File: config.mk
export PLATFORM = sky130hd
export DESIGN_NAME = link_response_reporter
export DESIGN_NICKNAME = d
export VERILOG_FILES = /design/src/hw/lrr_pkg.sv /design/src/hw/consec_err_counter.sv /design/src/hw/link_response_reporter.sv
export SDC_FILE = /design/constraint.sdc
export NUM_CORES = 1
export LEC_CHECK = 0
export ABC_AREA = 1
export BUFFER_PORTS_ARGS = -buffer_cell sky130_fd_sc_hd__buf_2
export CAP_MARGIN = 40
export CORE_MARGIN = 2
export CORE_UTILIZATION = 52
export DETAILED_ROUTE_END_ITERATION = 6
export PLACE_DENSITY_LB_ADDON = 0.05
export SLEW_MARGIN = 0
export SYNTH_ARGS = -nofsm -noshare
export SYNTH_HDL_FRONTEND = slang
export SYNTH_SLANG_ARGS = --single-unit
File: constraint.sdc
create_clock -name core_clk -period 3.7 [get_ports core_clk]
set_clock_uncertainty 0.2 [all_clocks]
set_input_delay 0.37 -clock core_clk [delete_from_list [all_inputs] [get_ports core_clk]]
set_output_delay 0.37 -clock core_clk [all_outputs]
set_load 0.005 [all_outputs]
File: src/hw/lrr_pkg.sv
// Shared constants and types for the link control response reporter
package lrr_pkg;

  // Register byte offsets
  localparam logic [7:0] OFS_CTRL = 8'h00;
  localparam logic [7:0] OFS_RESP_HEAD = 8'h04;
  localparam logic [7:0] OFS_ADDR_LOW = 8'h08;
  localparam logic [7:0] OFS_CNT_ADDR = 8'h0c;
  localparam logic [7:0] OFS_POP = 8'h10;
  localparam logic [7:0] OFS_TRIB_CMD = 8'h14;
  localparam logic [7:0] OFS_STATUS = 8'h18;

  // Control register fields
  localparam int CTRL_ADDR22_BIT = 0;
  localparam int CTRL_MULTI_BIT = 1;
  localparam int CTRL_CONTROL_BIT = 2;
  localparam int CTRL_HALFDUP_BIT = 3;
  localparam logic [3:0] CTRL_RESET = 4'h0;

  // Tributary command register fields
  localparam int CMD_LSB = 8;
  localparam logic [1:0] CMD_START = 2'h1;
  localparam logic [1:0] CMD_HALT = 2'h2;
  localparam int CMD_STATE_LSB = 12;

  // Response head register fields
  localparam int HEAD_TRIB_LSB = 8;
  localparam int HEAD_EXT_LSB = 16;
  localparam int HEAD_VALID_BIT = 31;
  localparam int CNT_UPPER_LSB_STD = 8;
  localparam int CNT_UPPER_LSB_EXT = 0;
  localparam logic [7:0] PTP_TRIB_ID = 8'h01;

  // Consecutive error threshold
  localparam int ERR_THRESHOLD = 7;

  // Response codes (octal 002 .. 030)
  localparam logic [7:0] CODE_RX_THRESH = 8'h02;
  localparam logic [7:0] CODE_TX_THRESH = 8'h04;
  localparam logic [7:0] CODE_SEL_THRESH = 8'h06;
  localparam logic [7:0] CODE_START_RUN = 8'h08;
  localparam logic [7:0] CODE_MAINT_RUN = 8'h0a;
  localparam logic [7:0] CODE_MAINT_HALT = 8'h0c;
  localparam logic [7:0] CODE_START_MAINT = 8'h0e;
  localparam logic [7:0] CODE_POLL_DEAD = 8'h12;
  localparam logic [7:0] CODE_RUN_ENTERED = 8'h14;
  localparam logic [7:0] CODE_BABBLE = 8'h16;
  localparam logic [7:0] CODE_STREAM = 8'h18;

  typedef enum logic [2:0] {
    TS_HALTED = 3'b000,
    TS_ISTRT = 3'b001,
    TS_ASTRT = 3'b010,
    TS_RUN = 3'b011,
    TS_MAINT = 3'b100
  } trib_state_t;

  typedef enum logic [3:0] {
    EV_RX_ERR = 4'h0,
    EV_RX_OK = 4'h1,
    EV_TX_ERR = 4'h2,
    EV_TX_OK = 4'h3,
    EV_SEL_TIMEOUT = 4'h4,
    EV_SEL_OK = 4'h5,
    EV_START_MSG = 4'h6,
    EV_MAINT_MSG = 4'h7,
    EV_POLL_DEAD = 4'h8,
    EV_STARTUP_DONE = 4'h9,
    EV_BABBLE = 4'ha,
    EV_STREAM = 4'hb
  } evt_kind_t;

  typedef struct packed {
    evt_kind_t kind;
    logic [7:0] trib;
    logic [21:0] addr;
  } link_evt_t;

  typedef struct packed {
    logic [7:0] tributary_id_byte;
    logic [15:0] buffer_address_low_word;
    logic [15:0] count_and_upper_address_word;
    logic [7:0] response_code_byte;
    logic [7:0] extended_response_code_byte;
  } resp_t;

  typedef struct packed {
    logic psel;
    logic penable;
    logic pwrite;
    logic [7:0] paddr;
    logic [31:0] pwdata;
  } apb_req_t;

endpackage
File: src/hw/consec_err_counter.sv
// Saturating consecutive error counter with threshold hit pulse
module consec_err_counter #(
  parameter int W = 3,
  parameter int THRESH = lrr_pkg::ERR_THRESHOLD
) (
  input wire logic core_clk,
  input wire logic reset_n,
  input wire logic err,
  input wire logic good,
  input wire logic clrOnHit,
  output logic hit,
  output logic [W-1:0] count
);
  localparam logic [W-1:0] TOP = W'(THRESH);
  localparam logic [W-1:0] PRE = W'(THRESH - 1);
  logic [W-1:0] next_count;

  assign hit = err && (count >= PRE);
  // With clrOnHit low, held at the threshold, every further error reports again
  assign next_count = (hit && clrOnHit) ? '0 :
                      err ? ((count == TOP) ? TOP : count + W'(1)) :
                      good ? '0 : count;

  always_ff @(posedge core_clk or negedge reset_n) begin
    if (!reset_n) begin
      count <= '0;
    end else begin
      count <= next_count;
    end
  end
endmodule // consec_err_counter

File: src/hw/link_response_reporter.sv
// Link event to control response reporter with APB register access

////////////////////////////////////////////////////////////////////////////
module link_response_reporter #(
  parameter int NTRIB = 8,
  parameter int QDEPTH = 4
) (
  input wire logic core_clk,
  input wire logic reset_n,
  input wire lrr_pkg::apb_req_t apbReq,
  output logic [31:0] prdata,
  output logic pready,
  output logic pslverr,
  input wire lrr_pkg::link_evt_t linkEvt,
  input wire logic evtValid,
  output logic evtReady,
  output logic bufReturn,
  output logic [7:0] bufReturnTrib,
  output logic discardMsg
);
  localparam int TW = (NTRIB > 1) ? $clog2(NTRIB) : 1;
  localparam int QW = (QDEPTH > 1) ? $clog2(QDEPTH) : 1;
  localparam logic [QW:0] QFULL = (QW + 1)'(QDEPTH);
  localparam logic [QW-1:0] QLAST = QW'(QDEPTH - 1);

  ////////////////////////////////////////////////////////////////////////////
  // State
  logic [3:0] ctrl;
  logic [7:0] cmdTrib;
  lrr_pkg::trib_state_t tribState [NTRIB];
  lrr_pkg::resp_t queue [QDEPTH];
  logic [QW-1:0] wrPtr;
  logic [QW-1:0] rdPtr;
  logic [QW:0] qCount;
  logic [2:0] rxCount;
  logic [2:0] txCount;
  logic [2:0] selCount;
  logic rxHit;
  logic txHit;
  logic selHit;

  ////////////////////////////////////////////////////////////////////////////
  // APB decode
  wire access = apbReq.psel && apbReq.penable;
  wire wrAccess = access && apbReq.pwrite;
  wire hitCtrl = apbReq.paddr == lrr_pkg::OFS_CTRL;
  wire hitHead = apbReq.paddr == lrr_pkg::OFS_RESP_HEAD;
  wire hitAddr = apbReq.paddr == lrr_pkg::OFS_ADDR_LOW;
  wire hitCnt = apbReq.paddr == lrr_pkg::OFS_CNT_ADDR;
  wire hitPop = apbReq.paddr == lrr_pkg::OFS_POP;
  wire hitCmd = apbReq.paddr == lrr_pkg::OFS_TRIB_CMD;
  wire hitStat = apbReq.paddr == lrr_pkg::OFS_STATUS;
  wire mapped = hitCtrl || hitHead || hitAddr || hitCnt || hitPop ||
                hitCmd || hitStat;
  wire qEmpty = qCount == '0;
  wire qFull = qCount == QFULL;
  wire pop = wrAccess && hitPop && !qEmpty;
  wire cmdWrite = wrAccess && hitCmd;
  wire [1:0] cmdCode = apbReq.pwdata[lrr_pkg::CMD_LSB +: 2];
  wire [TW-1:0] cmdIdx = apbReq.pwdata[TW-1:0];
  wire addr22 = ctrl[lrr_pkg::CTRL_ADDR22_BIT];
  wire multi = ctrl[lrr_pkg::CTRL_MULTI_BIT];
  wire ctlStation = ctrl[lrr_pkg::CTRL_CONTROL_BIT];
  wire halfDup = ctrl[lrr_pkg::CTRL_HALFDUP_BIT];
  lrr_pkg::resp_t head;
  assign head = queue[rdPtr];

  assign pready = 1'b1;
  assign pslverr = access && !mapped;
  assign prdata =
    !access ? 32'h0 :
    hitCtrl ? {28'h0, ctrl} :
    hitHead ? {!qEmpty, 7'h0, head.extended_response_code_byte,
               head.tributary_id_byte, head.response_code_byte} :
    hitAddr ? {16'h0, head.buffer_address_low_word} :
    hitCnt ? {16'h0, head.count_and_upper_address_word} :
    hitCmd ? {17'h0, tribState[cmdTrib[TW-1:0]], 4'h0, cmdTrib} :
    hitStat ? {16'h0, 4'(qCount), 1'b0, rxCount, 1'b0, txCount,
               1'b0, selCount} :
    32'h0;

  ////////////////////////////////////////////////////////////////////////////
  // Event classification
  wire accept = evtValid && evtReady;
  wire [TW-1:0] idx = linkEvt.trib[TW-1:0];
  lrr_pkg::trib_state_t cur;
  assign cur = tribState[idx];
  wire isKind [12];
  for (genvar k = 0; k < 12; k++) begin : g_kind
    assign isKind[k] = accept && (linkEvt.kind == lrr_pkg::evt_kind_t'(k));
  end
  wire curRun = cur == lrr_pkg::TS_RUN;
  wire curStartup = (cur == lrr_pkg::TS_ISTRT) || (cur == lrr_pkg::TS_ASTRT);
  wire curMaint = cur == lrr_pkg::TS_MAINT;
  wire curHalted = cur == lrr_pkg::TS_HALTED;
  wire startRun = isKind[lrr_pkg::EV_START_MSG] && curRun;
  wire startMaint = isKind[lrr_pkg::EV_START_MSG] && curMaint;
  wire startInit = isKind[lrr_pkg::EV_START_MSG] &&
                   (cur == lrr_pkg::TS_ISTRT);
  wire maintActive = isKind[lrr_pkg::EV_MAINT_MSG] &&
                     (curRun || curStartup);
  wire maintHalted = isKind[lrr_pkg::EV_MAINT_MSG] && curHalted;
  wire pollDead = isKind[lrr_pkg::EV_POLL_DEAD] && multi && ctlStation;
  wire runDone = isKind[lrr_pkg::EV_STARTUP_DONE] && curStartup;
  wire babble = isKind[lrr_pkg::EV_BABBLE] && (halfDup || ctlStation);
  wire stream = isKind[lrr_pkg::EV_STREAM] && (halfDup || ctlStation);

  ////////////////////////////////////////////////////////////////////////////
  // Consecutive error counters
  consec_err_counter u_rx_cnt (
    .core_clk(core_clk),
    .reset_n(reset_n),
    .err(isKind[lrr_pkg::EV_RX_ERR]),
    .good(isKind[lrr_pkg::EV_RX_OK]),
    .clrOnHit(1'b1),
    .hit(rxHit),
    .count(rxCount)
  );
  // Start, start-ack, NAK and reply timeouts all arrive as one error kind
  consec_err_counter u_tx_cnt (
    .core_clk(core_clk),
    .reset_n(reset_n),
    .err(isKind[lrr_pkg::EV_TX_ERR]),
    .good(isKind[lrr_pkg::EV_TX_OK]),
    .clrOnHit(!curStartup),
    .hit(txHit),
    .count(txCount)
  );
  consec_err_counter u_sel_cnt (
    .core_clk(core_clk),
    .reset_n(reset_n),
    .err(isKind[lrr_pkg::EV_SEL_TIMEOUT]),
    .good(isKind[lrr_pkg::EV_SEL_OK]),
    .clrOnHit(1'b1),
    .hit(selHit),
    .count(selCount)
  );

  ////////////////////////////////////////////////////////////////////////////
  // Response selection and formatting
  // Events come one per cycle, so at most one condition is true at a time
  wire respWant = rxHit || txHit || selHit || startRun || maintActive ||
                  maintHalted || startMaint || pollDead || runDone ||
                  babble || stream;
  wire [7:0] respCode =
    rxHit ? lrr_pkg::CODE_RX_THRESH :
    txHit ? lrr_pkg::CODE_TX_THRESH :
    selHit ? lrr_pkg::CODE_SEL_THRESH :
    startRun ? lrr_pkg::CODE_START_RUN :
    maintActive ? lrr_pkg::CODE_MAINT_RUN :
    maintHalted ? lrr_pkg::CODE_MAINT_HALT :
    startMaint ? lrr_pkg::CODE_START_MAINT :
    pollDead ? lrr_pkg::CODE_POLL_DEAD :
    runDone ? lrr_pkg::CODE_RUN_ENTERED :
    babble ? lrr_pkg::CODE_BABBLE :
    lrr_pkg::CODE_STREAM;
  lrr_pkg::resp_t newResp;
  assign newResp.tributary_id_byte =
    multi ? linkEvt.trib : lrr_pkg::PTP_TRIB_ID;
  assign newResp.buffer_address_low_word = linkEvt.addr[15:0];
  assign newResp.count_and_upper_address_word = addr22 ?
    (16'(linkEvt.addr[21:16]) << lrr_pkg::CNT_UPPER_LSB_EXT) :
    (16'(linkEvt.addr[21:16]) << lrr_pkg::CNT_UPPER_LSB_STD);
  assign newResp.response_code_byte = addr22 ? 8'h00 : respCode;
  assign newResp.extended_response_code_byte =
    addr22 ? respCode : 8'h00;

  // Full queue stalls the event source instead of dropping a response
  assign evtReady = !qFull;
  wire push = accept && respWant;

  ////////////////////////////////////////////////////////////////////////////
  // Response queue
  always_ff @(posedge core_clk or negedge reset_n) begin
    if (!reset_n) begin
      wrPtr <= '0;
      rdPtr <= '0;
      qCount <= '0;
    end else begin
      if (push) begin
        wrPtr <= (wrPtr == QLAST) ? '0 : wrPtr + QW'(1);
      end
      if (pop) begin
        rdPtr <= (rdPtr == QLAST) ? '0 : rdPtr + QW'(1);
      end
      qCount <= qCount + (QW + 1)'(push) - (QW + 1)'(pop);
    end
  end

  always_ff @(posedge core_clk) begin
    if (push) begin
      queue[wrPtr] <= newResp;
    end
  end

  ////////////////////////////////////////////////////////////////////////////
  // Control registers and side effects
  always_ff @(posedge core_clk or negedge reset_n) begin
    if (!reset_n) begin
      ctrl <= lrr_pkg::CTRL_RESET;
      cmdTrib <= 8'h00;
      bufReturn <= 1'b0;
      bufReturnTrib <= 8'h00;
      discardMsg <= 1'b0;
    end else begin
      if (wrAccess && hitCtrl) begin
        ctrl <= apbReq.pwdata[3:0];
      end
      if (cmdWrite) begin
        cmdTrib <= apbReq.pwdata[7:0];
      end
      bufReturn <= startRun || maintActive;
      bufReturnTrib <= linkEvt.trib;
      discardMsg <= maintActive || maintHalted;
    end
  end

  // Link events win over a host command aimed at the same tributary
  always_ff @(posedge core_clk or negedge reset_n) begin
    if (!reset_n) begin
      for (int i = 0; i < NTRIB; i++) begin
        tribState[i] <= lrr_pkg::TS_HALTED;
      end
    end else begin
      if (cmdWrite && cmdCode == lrr_pkg::CMD_START) begin
        tribState[cmdIdx] <= lrr_pkg::TS_ISTRT;
      end else if (cmdWrite && cmdCode == lrr_pkg::CMD_HALT) begin
        tribState[cmdIdx] <= lrr_pkg::TS_HALTED;
      end
      if (startRun) begin
        tribState[idx] <= lrr_pkg::TS_HALTED;
      end else if (maintActive || maintHalted) begin
        tribState[idx] <= lrr_pkg::TS_MAINT;
      end else if (runDone) begin
        tribState[idx] <= lrr_pkg::TS_RUN;
      end else if (startInit) begin
        tribState[idx] <= lrr_pkg::TS_ASTRT;
      end
    end
  end
endmodule // link_response_reporter

== Word level (Yosys, flattened, before mapping) ==
Memories as Yosys holds them, arrays and structs flattened.
Index checks and enable logic that the tools add are counted.

* Flip-flop bits (word level): 62
* Memory bits (writable): 192
* Input bits: 80
* Output and inout bits: 45
* Logic and storage cells: 207
* Memories: 1

{| class="wikitable"
|+ Memory list
! memory !! words !! width !! rd ports !! clocked after memory_dff !! write ports !! line !! text
|-
| queue || 4 || 48 || 1 || 0 || 1 || link_response_reporter.sv:31 || <nowiki>lrr_pkg::resp_t queue [QDEPTH];</nowiki>
|}

* Add/subtract/negate cells: 7
* Magnitude comparators: 8
* Equality and inequality tests: 29
* Muxes and demuxes: 53
* Bitwise operators: 19
* Reductions and logical operators: 71

{| class="wikitable"
|+ Operators with widths
! operator !! count
|-
| $mux 24 || 6
|-
| $mux 32 || 3
|-
| $mux 3 || 18
|-
| $and 16x16->16 || 3
|-
| $and 24x24->24 || 2
|-
| $not 16->16 || 3
|-
| $not 24->24 || 2
|-
| $mux 5 || 9
|-
| $logic_and 1x1->1 || 39
|-
| $mux 16 || 2
|-
| $mux 15 || 2
|-
| $eq 8x5->1 const B || 3
|-
| $or 8x8->8 || 3
|-
| $logic_or 1x1->1 || 21
|-
| $bmux 3 s3 || 2
|-
| $demux 3 s3 || 2
|-
| $eq 4x3->1 const B || 4
|-
| $eq 4x4->1 const B || 4
|-
| $eq 8x4->1 const B || 2
|-
| $or 16x16->16 || 1
|-
| $eq 3x3->1 const B || 5
|-
| $mux 14 || 1
|-
| $ge 4x4->1 const B || 3
|-
| $mux 4 || 3
|-
| 24 further kinds || 44
|}

== Depth between registers and ports, before layout ==
* Depth in word-level cells: 18
* Gate-level depth with buffers: 19

== Modules after synthesis ==
Synthesis repeated with hierarchy kept, for this count alone.

* Cell total of the unflattened synthesis: 1195
* Area, all modules: 11451.0 um2

{| class="wikitable"
|+ By module, submodules not included
! module !! instances !! cells each !! area each (um2)
|-
| link_response_reporter || 1 || 1123 || 10940.5
|-
| consec_err_counter || 3 || 24 || 170.2
|}

== Worst setup path before layout ==
OpenSTA, ideal clock, no wires.

* Path kind: input to register
* Start: input port linkEvt[22] in the netlist's numbering
* End: memory queue[0][10] in the netlist's numbering (enable)
* Library setup time: 0.446 ns
* Arrival time: 3.364 ns
* Data required time: 3.054 ns
* Path slack: -0.309 ns
* Cell stages on the path: 15
* Buffers on the path: 2
* Cell sequence: buf_6 -> inv_6 -> buf_6 -> nand2_1 -> nand3_2 -> nand2_2 -> inv_2 -> nand2_4 -> nand2_4 -> nand4_1 -> nand2_1 -> nor2_1 -> nand3_1 -> inv_2 -> nor2_1

* Word-level cells in the longest chain between the ends: 18
* Elaborated cells on any way between the ends: 27

{| class="wikitable"
|+ Ends and longest elaborated chain
! what !! line !! text
|-
| from (decl) || link_response_reporter.sv:14 || <nowiki>input wire lrr_pkg::link_evt_t linkEvt,</nowiki>
|-
| $not 3->4 (implied by the code) * || link_response_reporter.sv:87 || <nowiki>assign cur = tribState[idx];</nowiki>
|-
| $bmux 3 s3 * || link_response_reporter.sv:87 ||
|-
| $mux 3 (implied by the code) * (2 in a row) || link_response_reporter.sv:87 ||
|-
| $eq 3x1->1 / $eq 3x2->1 (equally long branches) || link_response_reporter.sv:93 || <nowiki>wire curStartup = (cur == lrr_pkg::TS_ISTRT) || (cur == lrr_pkg::TS_ASTRT);</nowiki>
|-
| $logic_or 1x1->1 || link_response_reporter.sv:93 ||
|-
| $logic_or 1x1->1 || link_response_reporter.sv:101 || <nowiki>(curRun || curStartup);</nowiki>
|-
| $logic_and 1x1->1 || link_response_reporter.sv:100 || <nowiki>wire maintActive = isKind[lrr_pkg::EV_MAINT_MSG] &&</nowiki>
|-
| $logic_or 1x1->1 (2 in a row) || link_response_reporter.sv:142 || <nowiki>wire respWant = rxHit || txHit || selHit || startRun || maintActive ||</nowiki>
|-
| $logic_or 1x1->1 (2 in a row) || link_response_reporter.sv:143 || <nowiki>maintHalted || startMaint || pollDead || runDone ||</nowiki>
|-
| $logic_or 1x1->1 * (2 in a row) || link_response_reporter.sv:143 ||
|-
| $logic_or 1x1->1 * || link_response_reporter.sv:144 || <nowiki>babble || stream;</nowiki>
|-
| $logic_and 1x1->1 * || link_response_reporter.sv:170 || <nowiki>wire push = accept && respWant;</nowiki>
|-
| $mux 1 * || link_response_reporter.sv:191 || <nowiki>if (push) begin</nowiki>
|-
| $mux 1 (implied by the code) * || link_response_reporter.sv:192 || <nowiki>queue[wrPtr] <= newResp;</nowiki>
|-
| to (decl) || link_response_reporter.sv:31 ||
|}

Mark *: on every way between the ends. The rest lies on a longest branch, timed or not. The select of a mux whose other input is x is not followed.

== Worst setup path in the final report ==
* Start: register rdPtr[0]
* End: output port prdata[10]

* Word-level cells in the longest chain between the ends: 6

{| class="wikitable"
|+ Ends and longest elaborated chain
! what !! line !! text
|-
| from (decl) || link_response_reporter.sv:33 || <nowiki>logic [QW-1:0] rdPtr;</nowiki>
|-
| from (signal assigned) || link_response_reporter.sv:184 || <nowiki>rdPtr <= (rdPtr == QLAST) ? '0 : rdPtr + QW'(1);</nowiki>
|-
| $mem_v2 4x48 * || n/a ||
|-
| $mux 16 || link_response_reporter.sv:76 || <nowiki>hitCnt ? {16'h0, head.count_and_upper_address_word} :</nowiki>
|-
| $mux 16 || link_response_reporter.sv:75 || <nowiki>hitAddr ? {16'h0, head.buffer_address_low_word} :</nowiki>
|-
| $mux 32 * || link_response_reporter.sv:73 || <nowiki>hitHead ? {!qEmpty, 7'h0, head.extended_response_code_byte,</nowiki>
|-
| $mux 32 * || link_response_reporter.sv:72 || <nowiki>hitCtrl ? {28'h0, ctrl} :</nowiki>
|-
| $mux 32 * || link_response_reporter.sv:71 || <nowiki>!access ? 32'h0 :</nowiki>
|-
| to (decl) || link_response_reporter.sv:11 || <nowiki>output logic [31:0] prdata,</nowiki>
|}

Mark *: on every way between the ends. The rest lies on a longest branch, timed or not.

==> out/metrics.csv <==
stage,metric,value,unit
outcome,status,"complete, no violations",
synth,yosysTopAreaCellShare,46.7,%
timing,tightest_slew,0.722,ns
clock_tree,worstSkewPairLatency,0.53,ns
place,place.gp.congestion,0.886,
setup_path,critPathMaxStageDelay,0.67,ns
synth,synthDistinctLibCells,52,
grt,grt_pass1_vias,8412,
synth,synth.area.top_cells,"edfxtp_1 (47%), dfrtp_1 (14%), nand2_1 (7.0%)",
synth,synthTopCellsByCount,"nand2_1 (210), edfxtp_1 (176), nor2_1 (133)",
synth,synthesis.area,0.0113,sq mm
power_and_ir_drop,vdd_drop_max,0.000370,V
clock_tree,cts_made_buffers,26,
clock_tree,htree_levels,1,
timing,setup_viol,0,
setup_path,reg2reg_depth,18,
power_and_ir_drop,power,0.00650,W
place,hpwl,21.4,mm
setup_path,path_delay_family,compound AO/OA/AOI/OAI gates,
die,core_area,0.0212,sq mm
grt,gr-total-overflow,0,
synth,post-synth-top-count-cell,nand2_1,
synth,ys.flop_type,edfxtp_1,
setup_path,cp-startpoint,rdPtr[0]$_DFFE_PN0P_,
timing,final.setup.tns,0,ns
timing,worst_slack,0.292,ns
die,ioPinCount,125,
detailed_routing,drtAntennaViolNets,0,
detailed_routing,vias,8906,
flow_run,maxCapViolCount,0,
final_layout,drive_gt1_share,17.3,%
timing,final_hold_viol_count,0,
die,num_rows,53,
setup_path,crit_required,3.13,ns
synth,yosys_warnings,0,
clock_tree,clkSinkCount,238,
final_layout,fin_nets,1402,
final_layout,syn2layout_area_growth,19.6,%
min_path,holdPathStages,3,
timing,post-route-period-util,92.1,%
setup_path,r2r-start,qCount[1]$_DFF_PN0_,
final_layout,antenna_cells,0,
timing,min_period,3.41,ns
detailed_routing,drc,0,
synth,synth_edf_count,176,
synth,syn_avg_cell_area,9.77,sq um
timing,drv_slew,0,
die,die_height,152,um
die,fp.dieArea,0.0230,sq mm
place,port_buffers,90,
detailed_routing,first_pass_iters,6,
setup_path,critPathArrivalTime,2.84,ns
timing,rsz0062_at_grt,false,
setup_path,end_kind,primary output,
final_layout,fill_cells,1760,
clock_tree,cts_tree,yes,
setup_path,start_kind,flop,
die,start_util,53.3,%
setup_path,worst-path-stages,7,
clock_tree,clk_pin_slew,0.06,ns
clock_tree,cts_setup_buffers,0,
min_path,hp-class,in -> reg,
setup_path,cp_cell_sequence,inv_2 -> buf_4 -> nor2_1 -> o22ai_1 -> a221oi_1 -> a21oi_1 -> buf_2,
setup_path,crit_fanout,17,
timing,whs,0.0239,ns
setup_path,critPathKind,reg -> out,
power_and_ir_drop,power_per_cell_area,480,mW/mm^2
detailed_routing,wl_per_cell,19.0,um
grt,grt_pass1_wl,46.4,mm
detailed_routing,drtIter0Drc,754,
synth,synth_largest_area_cell,edfxtp_1,
synth,syn-instance-count,1158,
clock_tree,cts_max_path_buffers,3,
clock_tree,cts_root_buffer,clkbuf_16,
timing,fmax,293,MHz
final_layout,fin_util,63.8,%
synth,ys_seq_area_share,60.4,%
detailed_routing,drt_wl_total,30.5,mm
synth,ys_seq_elements,238,
setup_path,slowest_stage,a221oi_1,
die,die_x,152,um
place,dpl_worst_slack,0.489,ns
setup_path,cp.buffers_inverters,3,
detailed_routing,avgViaCountPerCell,5.56,
grt,track_usage,26.9,%
power_and_ir_drop,power_leakage,5.76,nW
grt,antenna_found_initial,0,
grt,grt_max_degree,45,
timing,slew_headroom,51.9,%
synth,async_flop_share,26.1,%
min_path,hold_path.startpoint,linkEvt[19],
-- worst reg2reg max path, stage by stage (launching register included) --
cell     delay (ns)
dfrtp_1        0.41
inv_2          0.09
nand3_1        0.17
nand2_2        0.20
nor2_1         0.08
nand2_1        0.10
inv_1          0.06
nand2_1        0.08
nand2_1        0.07
nor2_1         0.20
inv_1          0.06
nor2_1         0.12
nand3_1        0.15
inv_2          0.11
ha_1           0.13
inv_1          0.04
ha_1           0.18
fa_1           0.40
xor2_1         0.17
-- power breakdown --
part           leakage, nW  switching [W]  internal [W]
logic                 2.92       0.000517      0.000313
clock network        0.408        0.00104       0.00146
registers             2.43       0.000128       0.00305
-- routing by layer --
metal | share of wire, % | wire (um) | global-route usage, % | vias to the layer above
met5 | 0 | 0 | 0 | -
met4 | 2.7 | 837 | 8.38 | 0
met3 | 7.3 | 2240 | 4.85 | 59
met2 | 47 | 14500 | 44.1 | 302
met1 | 43 | 13000 | 37.0 | 4299
li1 | - | - | - | 4246
-- cells in the final DEF, fill, tap and decap left out, types with 13 or more instances in the layout --
cell           netlist  routed
dlygate4sd3_1        0      30
o21ai_0            100     100
o22ai_1             18      18
inv_1              125     125
buf_2                5      90
buf_4               13      35
clkbuf_16            0      27
edfxtp_1           176     176
nand2_1            210     210
ha_1                13      13
nand3_1             46      46
a21oi_1             86      86
a22oi_1             17      17
dfrtp_1             62      61
nor2_1             133     129
buf_12               0      13
-- cell type report --
type	instances	area, sq um	share of cell area (%)
Clock buffer	36	739	5.46
Clock inverter	12	87.6	0.647
Inverter	137	519	3.84
Multi-Input combinational cell	737	3730	27.6
Sequential cell	238	6840	50.5
Tap cell	275	344	2.54
Timing Repair Buffer	168	1270	9.41
-- repair_timing --
action,CTS,global route
gates resized for setup,0,0
hold buffers,30,0
hold endpoints to repair,121,0
-- sequential cells by signal, indices dropped and copies added, names as in the netlist --
signal / cells
qCount: 3
discardMsg: 1
bufReturnTrib: 8
u_rx_cnt.count: 3
queue: 176
rdPtr: 2
wrPtr: 2
u_tx_cnt.count: 3
bufReturn: 1
tribState: 24
u_sel_cnt.count: 3
cmdTrib: 8
ctrl: 4
-- through the flow --
step | instances | instance area (sq um)
finish | 1603 | 13500
CTS | 1603 | 13500
global placement | 1525 | 12400
detailed placement | 1525 | 12400
global route | 1603 | 13500
floorplan | 1168 | 11400
-- worst paths after layout --
path | end | slack [ns]
min reg2reg | cmdTrib[2]$_DFFE_PN0P_ | 0.29
min in group asynchronous | tribState[6]$_DFF_PN0_ | 0.18
max in group asynchronous | rdPtr[0]$_DFFE_PN0P_ | 2.40
max | prdata[10] | 0.29
min | queue[0][13]$_DFFE_PP_ | 0.02
max reg2reg | qCount[2]$_DFF_PN0_ | 0.56
-- logic make-up (layout without fill, tap and decap cells) --
group | count (synthesis) | in the layout | share of synthesized area (%)
adders and majority gates | 14 | 14 | 1.61
other | 2 | 12 | 0.0664
muxes | 4 | 4 | 0.398
DFF | 238 | 238 | 60.4
buffers and inverters | 193 | 353 | 7.20
AOI/OAI and AO/OA | 267 | 267 | 13.7
xor gates and xnor gates | 2 | 2 | 0.155
and+or+nand+nor | 438 | 438 | 16.4
(Power assumes the default switching activity.)
